==> src/adc_aux_pkg.sv <==
// package: register map, fields, routing codes and timing for the control block
// ========================================
// Operation
// - simultaneous start bit launches both converters together under software trigger
// - channel swap select bit one moves converter zero to a group by port field; converter one keeps its channel
// - swap: converter zero uses group 15, 0 or 2 by port field
// - one-shot and repeat convert extended pins in place of channels zero, one
// - extended field 00 none, 01 first pin input, 10 second pin input
// - extended field 11 routes selected channel out through first extended pin
// - amplifier mode converts second extended pin into selected channel register
// - reference connect bit zero disconnects the ladder from the reference pin
// - device sets conversion request bit when conversion completes
package adc_aux_pkg;
  // ========================================
  // register byte offsets
  localparam logic [7:0] OFF_CTRL0 = 8'h00; // converter zero: start, mode, channel
  localparam logic [7:0] OFF_CTRL1 = 8'h04; // converter one: same layout
  localparam logic [7:0] OFF_CFG = 8'h08;   // extended field, reference connect
  localparam logic [7:0] OFF_STAT = 8'h0C;  // busy and done flags
  localparam logic [7:0] OFF_RES0 = 8'h10;  // result of converter zero, last
  localparam logic [7:0] OFF_RES1 = 8'h14;  // result of converter one, last
  localparam logic [7:0] OFF_CFG2 = 8'h18;  // simultaneous start, swap, port field
  // ========================================
  // field positions
  localparam int CTL_CH_LSB = 0;   // channel i, 3 bits
  localparam int CTL_MODE_LSB = 3; // mode, 3 bits
  localparam int CTL_TRG = 7;      // external trigger select
  localparam int CTL_START = 6;    // own start flag
  localparam int CFG_PORT_LSB = 1; // second config: port select field, 2 bits
  localparam int CFG_SWAP = 4;     // second config: channel swap select
  localparam int CFG_REF = 5;      // first config: reference connect
  localparam int CFG_EXT_LSB = 6;  // first config: extended field, 2 bits
  localparam int CFG_SIM = 7;      // second config: simultaneous start pulse
  localparam int CONV_CYCLES = 33; // converter busy time in clocks
  localparam logic [1:0] EXT_NONE = 2'h0;
  localparam logic [1:0] EXT_PIN0 = 2'h1;
  localparam logic [1:0] EXT_PIN1 = 2'h2;
  localparam logic [1:0] EXT_AMP = 2'h3;
  localparam logic [1:0] PORT_G15 = 2'h0;
  localparam logic [1:0] PORT_G0 = 2'h2;
  localparam logic [1:0] PORT_G2 = 2'h3;
  typedef enum logic [2:0] {
    MODE_ONESHOT = 3'h0, MODE_REPEAT = 3'h1, MODE_SWEEP = 3'h2,
    MODE_RSWEEP0 = 3'h3, MODE_RSWEEP1 = 3'h4
  } mode_t;
  // analog mux select presented to each converter
  typedef enum logic [2:0] {
    SRC_PLAIN = 3'h0, SRC_G15 = 3'h1, SRC_G0 = 3'h2, SRC_G2 = 3'h3,
    SRC_EXT0 = 3'h4, SRC_EXT1 = 3'h5
  } src_t;
  typedef struct packed {
    src_t src;
    logic [2:0] chan;
    logic [2:0] store_idx;
  } route_t;
endpackage

==> src/adc_route.sv <==
// channel routing for one converter
`timescale 1ns/1ns
module adc_route
  import adc_aux_pkg::*;
(
  input wire logic [2:0] chan, // own channel select
  input wire mode_t mode, // own mode
  input wire logic swap, // swap active
  input wire logic is_zero, // this is converter zero
  input wire logic [1:0] port_sel, // port field of second config, used by converter zero
  input wire logic [1:0] ext_sel, // extended field
  output route_t route // resulting mux and store index
);
  // swap beats extended pins for both converters, so a swapped cross-check
  // never mixes in an extended pin; amplifier mode keeps the store index
  always_comb begin
    route.chan = chan;
    route.store_idx = chan;
    route.src = SRC_PLAIN;
    if (swap) begin
      if (is_zero) begin
        case (port_sel)
          PORT_G0: route.src = SRC_G0;
          PORT_G2: route.src = SRC_G2;
          default: route.src = SRC_G15;
        endcase
      end
    end else if (ext_sel == EXT_AMP) begin
      route.src = SRC_EXT1;
    end else if (mode == MODE_ONESHOT || mode == MODE_REPEAT) begin
      if (ext_sel == EXT_PIN0 && chan == 3'h0) begin
        route.src = SRC_EXT0;
      end else if (ext_sel == EXT_PIN1 && chan == 3'h1) begin
        route.src = SRC_EXT1;
      end
    end
  end
endmodule

==> src/adc_aux_ctrl.sv <==
// control of two converters: simultaneous start, swap, pins, reference
`timescale 1ns/1ns
module adc_aux_ctrl
  import adc_aux_pkg::*;
#(
  parameter int CONV_LEN = CONV_CYCLES // converter busy time
)(
  input wire logic aclk, // clock
  input wire logic aresetn, // sync reset, active low
  input wire logic ce, // clock enable
  input wire logic [7:0] awaddr, // write address
  input wire logic awvalid, // write address valid
  output logic awready, // write address ready
  input wire logic [31:0] wdata, // write data
  input wire logic [3:0] wstrb, // byte strobes
  input wire logic wvalid, // write data valid
  output logic wready, // write data ready
  output logic [1:0] bresp, // write response
  output logic bvalid, // write response valid
  input wire logic bready, // write response ready
  input wire logic [7:0] araddr, // read address
  input wire logic arvalid, // read address valid
  output logic arready, // read address ready
  output logic [31:0] rdata, // read data
  output logic [1:0] rresp, // read response
  output logic rvalid, // read valid
  input wire logic rready, // read ready
  input wire logic [9:0] conv_data0, // converter zero digital result
  input wire logic [9:0] conv_data1, // converter one digital result
  input wire logic ext_trig0, // converter zero external trigger pin
  input wire logic ext_trig1, // converter one external trigger pin
  output route_t route0, // mux select for converter zero
  output route_t route1, // mux select for converter one
  output logic conv_active0, // converter zero sampling
  output logic conv_active1, // converter one sampling
  output logic ladder_connect, // reference ladder switch
  output logic amp_out_en, // amplifier drives the first extended pin
  output logic pin0_analog, // first extended pin analog input
  output logic pin1_analog, // second extended pin analog input
  output logic irq0, // converter zero conversion done request
  output logic irq1 // converter one conversion done request
);
  typedef struct packed {
    logic aw_got;
    logic [7:0] aw_addr;
    logic w_got;
    logic [31:0] w_data;
    logic [3:0] w_strb;
    logic bvalid;
    logic [1:0] bresp;
    logic rvalid;
    logic [1:0] rresp;
    logic [31:0] rdata;
    logic [7:0] ctl0;
    logic [7:0] ctl1;
    logic [7:0] cfg;
    logic [7:0] cfg2;
    logic [1:0] busy;
    logic [1:0] done;
    logic [5:0] cnt0;
    logic [5:0] cnt1;
    logic [9:0] res0;
    logic [9:0] res1;
    logic [1:0] t0_s;
    logic [1:0] t1_s;
    logic [1:0] t_prev;
  } state_t;
  state_t r, n;
  route_t rt0, rt1;
  logic wr_fire, rd_fire;
  logic [1:0] trg_now;

  // ========================================
  // helpers
  function automatic logic [7:0] merge(input logic [7:0] old,
                                       input logic [31:0] d,
                                       input logic [3:0] s);
    merge = s[0] ? d[7:0] : old;
  endfunction

  function automatic logic is_one_pass(input logic [7:0] ctl);
    is_one_pass = (ctl[CTL_MODE_LSB +: 3] == MODE_ONESHOT) ||
                  (ctl[CTL_MODE_LSB +: 3] == MODE_SWEEP);
  endfunction

  // ========================================
  // routing
  adc_route u_route0 (
    .chan(r.ctl0[CTL_CH_LSB +: 3]),
    .mode(mode_t'(r.ctl0[CTL_MODE_LSB +: 3])),
    .swap(r.cfg2[CFG_SWAP]),
    .is_zero(1'b1),
    .port_sel(r.cfg2[CFG_PORT_LSB +: 2]),
    .ext_sel(r.cfg[CFG_EXT_LSB +: 2]),
    .route(rt0)
  );
  // converter one takes plain channel i under swap; swap does not move it
  adc_route u_route1 (
    .chan(r.ctl1[CTL_CH_LSB +: 3]),
    .mode(mode_t'(r.ctl1[CTL_MODE_LSB +: 3])),
    .swap(r.cfg2[CFG_SWAP]),
    .is_zero(1'b0),
    .port_sel(r.cfg2[CFG_PORT_LSB +: 2]),
    .ext_sel(r.cfg[CFG_EXT_LSB +: 2]),
    .route(rt1)
  );

  assign awready = !r.aw_got && !r.bvalid;
  assign wready = !r.w_got && !r.bvalid;
  assign arready = !r.rvalid;
  assign wr_fire = r.aw_got && r.w_got && !r.bvalid;
  assign rd_fire = arvalid && !r.rvalid;
  // trigger edges from synchronised pins, second stage only
  assign trg_now = {r.t1_s[1], r.t0_s[1]};

  // ========================================
  // next state
  always_comb begin
    n = r;
    n.t0_s = {r.t0_s[0], ext_trig0};
    n.t1_s = {r.t1_s[0], ext_trig1};
    n.t_prev = trg_now;
    if (awvalid && awready) begin
      n.aw_got = 1'b1;
      n.aw_addr = awaddr;
    end
    if (wvalid && wready) begin
      n.w_got = 1'b1;
      n.w_data = wdata;
      n.w_strb = wstrb;
    end
    if (r.bvalid && bready) n.bvalid = 1'b0;
    if (r.rvalid && rready) n.rvalid = 1'b0;
    // conversion engines: count down, store on completion
    if (r.busy[0]) begin
      if (r.cnt0 == 6'h01) begin
        n.busy[0] = 1'b0;
        n.res0 = conv_data0;
        n.done[0] = 1'b1;
        if (is_one_pass(r.ctl0)) n.ctl0[CTL_START] = 1'b0;
        else n.busy[0] = 1'b1;
        n.cnt0 = 6'(CONV_LEN);
      end else n.cnt0 = r.cnt0 - 6'h01;
    end
    if (r.busy[1]) begin
      if (r.cnt1 == 6'h01) begin
        n.busy[1] = 1'b0;
        n.res1 = conv_data1;
        n.done[1] = 1'b1;
        if (is_one_pass(r.ctl1)) n.ctl1[CTL_START] = 1'b0;
        else n.busy[1] = 1'b1;
        n.cnt1 = 6'(CONV_LEN);
      end else n.cnt1 = r.cnt1 - 6'h01;
    end
    // external trigger rising edges start a converter
    if (r.ctl0[CTL_TRG] && trg_now[0] && !r.t_prev[0] && !r.busy[0]) begin
      n.busy[0] = 1'b1;
      n.cnt0 = 6'(CONV_LEN);
    end
    if (r.ctl1[CTL_TRG] && trg_now[1] && !r.t_prev[1] && !r.busy[1]) begin
      n.busy[1] = 1'b1;
      n.cnt1 = 6'(CONV_LEN);
    end
    // register writes
    if (wr_fire) begin
      n.aw_got = 1'b0;
      n.w_got = 1'b0;
      n.bvalid = 1'b1;
      n.bresp = 2'h0;
      case (r.aw_addr)
        OFF_CTRL0: begin
          n.ctl0 = merge(r.ctl0, r.w_data, r.w_strb);
          if (r.w_strb[0] && r.w_data[CTL_START] && !r.ctl0[CTL_TRG]) begin
            n.busy[0] = 1'b1;
            n.cnt0 = 6'(CONV_LEN);
          end
          if (r.w_strb[0] && !r.w_data[CTL_START]) n.busy[0] = 1'b0;
        end
        OFF_CTRL1: begin
          n.ctl1 = merge(r.ctl1, r.w_data, r.w_strb);
          if (r.w_strb[0] && r.w_data[CTL_START] && !r.ctl1[CTL_TRG]) begin
            n.busy[1] = 1'b1;
            n.cnt1 = 6'(CONV_LEN);
          end
          if (r.w_strb[0] && !r.w_data[CTL_START]) n.busy[1] = 1'b0;
        end
        OFF_CFG: n.cfg = merge(r.cfg, r.w_data, r.w_strb);
        OFF_CFG2: begin
          n.cfg2 = merge(r.cfg2, r.w_data, r.w_strb);
          n.cfg2[CFG_SIM] = 1'b0;
          // software trigger only; both engines start on the same edge
          if (r.w_strb[0] && r.w_data[CFG_SIM]) begin
            n.busy = 2'h3;
            n.cnt0 = 6'(CONV_LEN);
            n.cnt1 = 6'(CONV_LEN);
          end
        end
        OFF_STAT: begin
          // write one clears; a completion in this cycle wins over the clear
          if (r.w_strb[0]) begin
            if (r.w_data[0] && !(r.busy[0] && r.cnt0 == 6'h01)) n.done[0] = 1'b0;
            if (r.w_data[1] && !(r.busy[1] && r.cnt1 == 6'h01)) n.done[1] = 1'b0;
          end
        end
        OFF_RES0, OFF_RES1: ;
        default: n.bresp = 2'h2;
      endcase
    end
    // register reads
    if (rd_fire) begin
      n.rvalid = 1'b1;
      n.rresp = 2'h0;
      case (araddr)
        OFF_CTRL0: n.rdata = {24'h000000, r.ctl0};
        OFF_CTRL1: n.rdata = {24'h000000, r.ctl1};
        OFF_CFG: n.rdata = {24'h000000, r.cfg};
        OFF_CFG2: n.rdata = {24'h000000, 1'b0, r.cfg2[6:0]};
        OFF_STAT: n.rdata = {28'h0000000, r.busy, r.done};
        OFF_RES0: n.rdata = {22'h000000, r.res0};
        OFF_RES1: n.rdata = {22'h000000, r.res1};
        default: begin
          n.rdata = 32'h00000000;
          n.rresp = 2'h2;
        end
      endcase
    end
    // the reference ladder cannot carry a conversion while disconnected
    if (!n.cfg[CFG_REF]) n.busy = 2'h0;
  end

  // ========================================
  // state register
  always_ff @(posedge aclk) begin
    if (!aresetn) begin
      r <= '0;
    end else if (ce) begin
      r <= n;
    end
  end

  // ========================================
  // outputs
  assign bvalid = r.bvalid;
  assign bresp = r.bresp;
  assign rvalid = r.rvalid;
  assign rresp = r.rresp;
  assign rdata = r.rdata;
  assign route0 = rt0;
  assign route1 = rt1;
  assign conv_active0 = r.busy[0];
  assign conv_active1 = r.busy[1];
  assign ladder_connect = r.cfg[CFG_REF];
  assign amp_out_en = r.cfg[CFG_EXT_LSB +: 2] == EXT_AMP;
  assign pin0_analog = r.cfg[CFG_EXT_LSB +: 2] == EXT_PIN0;
  assign pin1_analog = r.cfg[CFG_EXT_LSB +: 2] == EXT_PIN1 ||
                       r.cfg[CFG_EXT_LSB +: 2] == EXT_AMP;
  assign irq0 = r.done[0];
  assign irq1 = r.done[1];
endmodule

==> config.mk <==
export PLATFORM = sky130hd
export DESIGN_NAME = adc_aux_ctrl
export DESIGN_NICKNAME = d
export VERILOG_FILES = /design/src/adc_aux_pkg.sv /design/src/adc_route.sv /design/src/adc_aux_ctrl.sv
export SDC_FILE = /design/constraint.sdc
export NUM_CORES = 1
export LEC_CHECK = 0
export BUFFER_PORTS_ARGS = -buffer_cell sky130_fd_sc_hd__buf_4
export CAP_MARGIN = 10
export CORE_MARGIN = 3
export CORE_UTILIZATION = 48
export CTS_CLUSTER_SIZE = 14
export DETAILED_ROUTE_END_ITERATION = 10
export GPL_ROUTABILITY_DRIVEN = 0
export GPL_TIMING_DRIVEN = 0
export HOLD_SLACK_MARGIN = 0.05
export PLACE_DENSITY = 0.86
export SETUP_SLACK_MARGIN = 0.15
export SYNTH_ARGS = -nofsm -noshare
export SYNTH_HDL_FRONTEND = slang
export SYNTH_HIERARCHICAL = 1
export SYNTH_SLANG_ARGS = --single-unit
==> constraint.sdc <==
create_clock -name aclk -period 1.99 [get_ports aclk]
set_input_delay 0.398 -clock aclk [delete_from_list [all_inputs] [get_ports aclk]]
set_output_delay 0.398 -clock aclk [all_outputs]
set_load 0.02 [all_outputs]
==> results of run 1 <==
## power groups by stage
stage	combinational, uW	clock, uW	sequential (uW)
2_1_floorplan	286	0	2220
3_3_place_gp	443	0	2230
3_5_place_dp	447	0	2230
4_1_cts	476	1910	2180
5_1_grt	543	1990	2180
6_report	508	1920	2180
## final cells by class
| type | count | area (um^2) |
|---|---|---|
| plain buffers | 83 | 564.3 |
| inverters | 12 | 45.04 |
| fillers | 832 | 3674 |
| clock buffers | 10 | 239.0 |
| well taps | 143 | 178.9 |
| repair buffers | 137 | 1091 |
| flip-flops and latches | 106 | 2163 |
| multi-input cells | 479 | 3531 |
| clock inverters | 6 | 78.83 |
## kinds of logic (layout without fill, tap and decap cells)
kind of cell / after synthesis / after routing / share of synthesized area, %
compound gates: 120 / 120 / 14.82
mux: 65 / 65 / 11.54
other cells: 2 / 28 / 0.1302
simple gates: 262 / 262 / 26.10
flops: 106 / 106 / 36.79
fa+ha+maj: 4 / 4 / 0.8677
buf+inv: 95 / 248 / 9.761
## repair_timing
action                     CTS  global route
resized for setup           67            55
pin swaps                   28            31
hold buffers                 0             0
buffers inserted            31            10
gates cloned                 1             1
setup endpoints to repair   75            82
## cell usage in the layout (no fill, tap or decap), drive strengths merged, types with 4 or more instances in the layout
cell | Yosys | final
a31oi | 4 | 4
nand3 | 18 | 18
a21oi | 17 | 17
nand2b | 12 | 12
nand3b | 6 | 6
or4 | 4 | 4
o21a | 8 | 8
inv | 12 | 16
clkbuf | 25 | 34
o21ai | 25 | 25
nand2 | 74 | 74
nor2b | 69 | 69
a21boi | 28 | 28
nor3 | 15 | 15
mux2i | 62 | 62
nor4 | 9 | 9
buf | 58 | 196
a2bb2oi | 4 | 4
dfxtp | 106 | 106
nor2 | 18 | 18
conb | 2 | 28
and3 | 8 | 8
ha | 4 | 4
a22oi | 11 | 11
## per-layer routing
layer	up-vias	track usage, %	routed length (um)
met5	-	0	0
li1	2570	-	-
met2	323	41.82	8675
met4	0	8.198	595
met1	2671	33.40	7335
met3	66	4.178	1619
## how the worst max path moves through the flow
| stage | start | to | depth (start not counted) |
|---|---|---|---|
| after floorplan | r[154] | r[48] | 6 |
| after global placement | araddr[1] | rdata[5] | 6 |
| after detailed placement | araddr[1] | rdata[2] | 6 |
| after CTS | r[149] | r[44] | 6 |
| after global routing | r[149] | r[46] | 6 |
| final | r[149] | r[44] | 6 |
## worst max-delay path: stages, from the launching register on
cell,delay [ns]
dfxtp_2,0.34
or4_4,0.56
nor4_4,0.38
and2b_1,0.23
buf_6,0.16
mux2i_1,0.22
nor2b_1,0.07
## metrics by stage
step	TNS [ns]	total power [uW]	setup slack, ns	instances
CTS	0	4562	0.02651	965
finish	-0.4419	4605	-0.07320	976
floorplan	0	2507	0.1046	680
detailed placement	-3.785	2678	-0.3463	917
global route	-1.838	4710	-0.1470	976
global placement	-2.851	2672	-0.2881	917
==> results by group, run 1 <==
Pwr
  • P per Cell Area: 583.5 nW/um^2
  • P_leak: 0.003119 uW
  • Comb pwr share: between 10% and 20%
  • Switching share of power: around a quarter
  • Clock power share: 41.7%
  • Pint: 3415 uW
  • Net Sw Power: 1190 uW
  • VDD IR-drop max: between 0.6 and 0.7 mV
  • Sequential power share: 47.3%

Yosys
  • Synthesis Warnings: 6
  • Sequential fraction of the synthesis area: 36.79%
  • Ys async rst share: 0%
  • Top-count cell post-synth: dfxtp_1
  • Mapped Cells: 654
  • EDFF count, synth: 0
  • Post-synth top area cell: dfxtp_1
  • Number of library cell types mapped by synthesis: 71
  • Synth area leaders: dfxtp_1, mux2i_1, nor2b_1
  • Syn Area/Cell: 8.820 um^2
  • Primary FF master, synth: dfxtp_1
  • Post-Syn Area: 5768 um^2
  • Synth cell count leaders: dfxtp_1, nand2_1, nor2b_1
  • Yosys reg bits: 106
  • Share of the synthesized area in the top cell type: between 30% and 40%

Worst hold path
  • Hold Path Class: primary input to flip-flop
  • Endpoint, Worst Hold: r[121]
  • Hold_sp: wdata[5]
  • Hold Crit Depth: 3

Critical path
  • Startpoint Class: flip-flop
  • Critical path class: flip-flop to flip-flop
  • Reg2Reg Setup Slack: -0.07 ns
  • Worst R2R Start: r[149]
  • Crit end category: flip-flop
  • Endpoint of the lowest-slack register-to-register path: r[44]
  • Register-to-Register Path Depth: 6
  • CP arrival: 2.31 ns
  • CP max FO: 7
  • Critical Path RT: around 2.2 ns

Floorplanning
  • Area of the die: 13,370 um^2
  • Die W: about 120 um
  • Core Box Area: 11,560 um^2
  • Rows: 39
  • Io pins: 149
  • Initial core utilization: 49.88%
  • Die Y: 115.6 um

Cells and area
  • Fraction of layout cells with a size suffix above 1: approximately 37%
  • End-of-flow core utilization: about two thirds
  • Final Cell Area: around 7900 um^2
  • Area Growth Syn to Fin: 36.81%
  • N_diodes: 0
  • Largest register FFs: 83
  • Most flops, register: r
  • Nets@finish: 914

STA
  • Fmax: between 400 and 500 MHz
  • Worst-margin pin slew: 0.7001 ns
  • Final Hold Vio Count: 0
  • Layout Skew: 0.007741 ns
  • Max-slew headroom: 52.90%
  • Tmin final: 2.063 ns
  • Fin. max-slew vios: 0
  • Worst Setup Slack, final: -0.07320 ns
  • Hold_ws: 0.2937 ns
  • Final period utilization: 103.7%
  • Setup violators final: 14
  • RSZ-0062 raised after global routing: yes

GRT
  • First-pass GRT wire length: 26,430 um
  • Initial antenna violation count: 0
  • Vias in the first global route: approximately 5.2k
  • Total GRT Usage: 25.12%
  • Grt total ovfl: 0
  • Largest net degree at the start of global routing: 20

Routing
  • Vias: 5,630
  • TritonRoute pass-1 iters: 6
  • Remaining antenna violation count: 0
  • Vias per inst: 5.768
  • Post-Route WL: ~18,000 um
  • Wire length per cell: 18.67 um
  • Initial DRC Count: 630
  • DRC: 0

Clock tree
  • CTS tree: done
  • CTS max path bufs: 2
  • Clock latency on the worst-skew pair: 0.35 ns
  • CTS sink count: 106
  • Total CTS buffers: 9
  • Clk slew on worst S/H paths: ~0.08 ns
  • H-tree lvl count: 3
  • CTS root buf: clkbuf_16

Placement
  • Placed Area: 6798 um^2
  • Dpl hpwl: between 10,000 and 15,000 um
  • Port bufs: between 90 and 100

Job
  • Max Cap Violations: 0

Run status
  • Status: finished, violations left
  • Failing checks: negative setup slack
(Power assumes the default switching activity.)
==> inputs of run 2 (changes only) <==
--- a/config.mk
+++ b/config.mk
@@ -5,16 +5,18 @@
 export SDC_FILE = /design/constraint.sdc
 export NUM_CORES = 1
 export LEC_CHECK = 0
+export ABC_AREA = 1
 export BUFFER_PORTS_ARGS = -buffer_cell sky130_fd_sc_hd__buf_4
 export CAP_MARGIN = 10
 export CORE_MARGIN = 3
 export CORE_UTILIZATION = 48
+export CTS_CLUSTER_DIAMETER = 150
 export CTS_CLUSTER_SIZE = 14
 export DETAILED_ROUTE_END_ITERATION = 10
 export GPL_ROUTABILITY_DRIVEN = 0
 export GPL_TIMING_DRIVEN = 0
 export HOLD_SLACK_MARGIN = 0.05
-export PLACE_DENSITY = 0.86
+export PLACE_DENSITY = 0.87
 export SETUP_SLACK_MARGIN = 0.15
 export SYNTH_ARGS = -nofsm -noshare
 export SYNTH_HDL_FRONTEND = slang
==> run 2 against run 1 <==
Effect of this change: the run now ends clean; combinational power fell by 8.9%; hold slack got worse by 0.027 ns; via count fell by 2.2%; critical endpoint is now route1[8].
==> results by group, run 2 <==
Run status
  • Status: completed (was finished, violations left)

Critical path
  • CP most frequent cell: inv_1
  • Register-to-Register Path Depth: 10 (was 6)
  • CP peak stage delay: 0.54 ns (was 0.56 ns)
  • CP max FO: 7 (unchanged)
  • Critical path class: flip-flop to primary output (was flip-flop to flip-flop)
  • Crit path max-delay cell type: dfxtp_1 (was or4_4)
  • Crit end category: primary output (was flip-flop)
  • Worst R2R Start: r[27] (was r[149])
  • Reg2Reg Setup Slack: 0.29 ns (was -0.07 ns)
  • Endpoint of the lowest-slack register-to-register path: r[8] (was r[44])
  • Critical Path RT: 1.59 ns (was 2.23 ns)
  • CP Cell Sequence: inv_1 -> nand2_1 -> inv_1 -> nor2_2 -> buf_4 (was or4_4 -> nor4_4 -> and2b_1 -> buf_6 -> mux2i_1 -> nor2b_1)
  • CP arrival: 1.35 ns (was 2.31 ns)
  • Startpoint Class: flip-flop (unchanged)

Clock tree
  • Clk slew on worst S/H paths: 0.07 ns (was 0.08 ns)
  • CTS tree: done (unchanged)
  • Clock latency on the worst-skew pair: 0.35 ns (about the same)
  • CTS sink count: 106 (unchanged)
  • H-tree lvl count: 3 (unchanged)
  • CTS max path bufs: 2 (unchanged)
  • # hold bufs at CTS: 0 (unchanged)
  • Total CTS buffers: 9 (unchanged)
  • CTS root buf: clkbuf_16 (unchanged)

GRT
  • Largest net degree at the start of global routing: 19 (was 20)
  • Initial antenna violation count: 0 (unchanged)
  • Total GRT Usage: 23.09% (was 25.12%)
  • Grt total ovfl: 0 (unchanged)
  • Vias in the first global route: 4,864 (was 5,151)
  • First-pass GRT wire length: 23,720 um (was 26,430 um)

STA
  • Fin. max-slew vios: 0 (unchanged)
  • Layout Skew: 0.006680 ns (was 0.007741 ns)
  • Max-slew headroom: 57.75% (was 52.90%)
  • Final period utilization: 87.76% (was 103.7%)
  • Worst-margin pin slew: 0.6338 ns (was 0.7001 ns)
  • Fmax: 572.6 MHz (was 484.7 MHz)
  • Final Hold Vio Count: 0 (unchanged)
  • RSZ-0062 raised after global routing: no (was yes)
  • Setup_tns: 0 ns (was -0.4419 ns)
  • Tmin final: 1.746 ns (was 2.063 ns)
  • Setup violators final: 0 (was 14)

Cells and area
  • Nets@finish: 1,022 (was 914)
  • Most frequent cells in the layout: nand2_1, buf_4, nor2_1, dfxtp_1, inv_1 (was buf_4, dfxtp_1, nor2b_1, nand2_1, mux2i_1)
  • Area Growth Syn to Fin: 23.13% (was 36.81%)
  • Multi-input gate area: 2731 um^2 (was 3531 um^2)
  • Fillers: 983 (was 832)
  • Fraction of layout cells with a size suffix above 1: 24.12% (was 37.09%)
  • Most flops, register: r (unchanged)
  • Largest register FFs: 83 (unchanged)
  • Commonest non-fill, non-tap cell in the layout: nand2_1 (was buf_4)
  • N_diodes: 0 (unchanged)
  • Reg area: 2122 um^2 (was 2163 um^2)

Yosys
  • Post-synth top area cell: dfxtp_1 (unchanged)
  • Top-count cell post-synth: nand2_1 (was dfxtp_1)
  • Post-synthesis mux area share: 0% (was 11.54%)
  • Synth area leaders: dfxtp_1, nand2_1, nor2_1 (was dfxtp_1, mux2i_1, nor2b_1)
  • Adder-Cell Fraction of Synth Area: 0.8955% (was 0.8677%)
  • Synth cell count leaders: nand2_1, dfxtp_1, nor2_1 (was dfxtp_1, nand2_1, nor2b_1)
  • Share of the synthesized area in the top cell type: 37.97% (was 36.79%)
  • Mapped Cells: 802 (was 654)
  • Synth Area in Compound Gates: 17.62% (was 14.82%)
  • Post-Synth Simple-Gate Area: 27.60% (was 26.10%)
  • Post-Synth XOR/XNOR Area: 0.7835% (was 0%)
  • Ys async rst share: 0% (unchanged)
  • Yosys reg bits: 106 (unchanged)
  • Sequential fraction of the synthesis area: 37.97% (was 36.79%)
  • Post-Syn Area: 5589 um^2 (was 5768 um^2)
  • Syn Area/Cell: 6.969 um^2 (was 8.820 um^2)
  • Number of library cell types mapped by synthesis: 39 (was 71)
  • EDFF count, synth: 0 (unchanged)
  • Primary FF master, synth: dfxtp_1 (unchanged)
  • Synthesis Warnings: 6 (unchanged)
  • Largest family of logic cells by synthesized area: simple AND/OR/NAND/NOR gates (unchanged)

Routing
  • Vias per inst: 5.095 (was 5.768)
  • Post-Route WL: 15,180 um (was 18,230 um)
  • Remaining antenna violation count: 0 (unchanged)
  • Initial DRC Count: 552 (was 630)
  • TritonRoute pass-1 iters: 6 (unchanged)
  • Vias: 5,508 (was 5,630)
  • Wire length per cell: 14.04 um (was 18.67 um)
  • DRC: 0 (unchanged)

Worst hold path
  • Hold Crit Depth: 3 (unchanged)
  • Hold Path Class: primary input to flip-flop (unchanged)
  • Hold_sp: conv_data0[6] (was wdata[5])
  • Endpoint, Worst Hold: r[22] (was r[121])

Placement
  • Port bufs: 95 (was 94)
  • Dpl hpwl: 11,320 um (was 11,340 um)

Job
  • Max Cap Violations: 0 (unchanged)

Floorplanning
  • Die Y: 113.9 um (was 115.6 um)
  • Rows: 38 (was 39)
  • Area of the die: 12,970 um^2 (was 13,370 um^2)
  • Core Box Area: 11,130 um^2 (was 11,560 um^2)
  • Die W: 113.9 um (was 115.6 um)
  • Initial core utilization: 50.24% (was 49.88%)
  • Io pins: 149 (unchanged)

Pwr
  • P per Cell Area: 636.0 nW/um^2 (was 583.5 nW/um^2)
  • VDD IR-drop max: 0.3649 mV (was 0.6383 mV)
  • P_leak: 0.003242 uW (was 0.003119 uW)
  • Total power: 4377 uW (was 4605 uW)
## run 2: logic make-up after synthesis
logic type / Yosys count
and+or+nand+nor: 343
AOI/OAI and AO/OA: 179
buffers and inverters: 163
DFF: 106
xor gates and xnor gates: 5
adders and majority gates: 4
other: 2
## run 2: final cells by class
type	count	share of cell area [%]
buffer	76	7.400
clock buffer	10	3.473
clock inverter	6	0.6909
inverter	87	4.782
multi-input combinational	559	39.69
sequential	106	30.84
tap	140	2.545
timing repair buffer	97	10.58
## run 2: repair_timing
| action | CTS | global route |
|---|---|---|
| buffers inserted | 0 | 2 |
| gates resized for setup | 0 | 1 |
| endpoints found under the setup margin | 0 | 15 |
## run 2: how the worst max path moves through the flow
| stage | start | endpoint | depth (start not counted) | slack [ns] |
|---|---|---|---|---|
| floorplan | bvalid | r[121] | 5 | 0.43 |
| global placement | aresetn | r[29] | 5 | 0.15 |
| detailed placement | aresetn | r[1] | 5 | 0.13 |
| CTS | r[27] | r[8] | 10 | 0.25 |
| global route | r[33] | r[19] | 10 | 0.15 |
| finish | r[57] | route1[8] | 5 | 0.24 |
## run 2: metrics by stage
stage | util (%) | std cells | setup slack, ns | hold slack (ns) | instance area [um^2]
3_5_place_dp | 59.10 | 1063 | 0.1281 | 0.4404 | 6575
6_report | 61.85 | 1081 | 0.2436 | 0.2671 | 6882
4_1_cts | 61.67 | 1079 | 0.2486 | 0.2701 | 6862
5_1_grt | 61.85 | 1081 | 0.1543 | 0.2738 | 6882
3_3_place_gp | 59.10 | 1063 | 0.1490 | 0.4340 | 6575
2_1_floorplan | - | 828 | 0.4321 | 0.4233 | 5687
## run 2: power by group
group	leakage, uW	internal [uW]	total (uW)	switching (uW)
registers	0.000859	2160	2190	30.9
clock network	0.000140	897	1720	822
logic	0.00224	178	463	286
## run 2: layer usage
layer	vias up	wire length (um)	GRT usage (%)
met3	37	1499	3.926
met4	0	398	10.13
met5	-	0	0
met2	289	6686	35.89
li1	2774	-	-
met1	2408	6591	31.61
## run 2: worst max-delay path: cells and delay by family (launching register included)
| family | cells | cell delay (ns) |
|---|---|---|
| buffers and inverters | 3 | 0.29 |
| flip-flops | 1 | 0.54 |
| AND/OR/NAND/NOR | 2 | 0.16 |
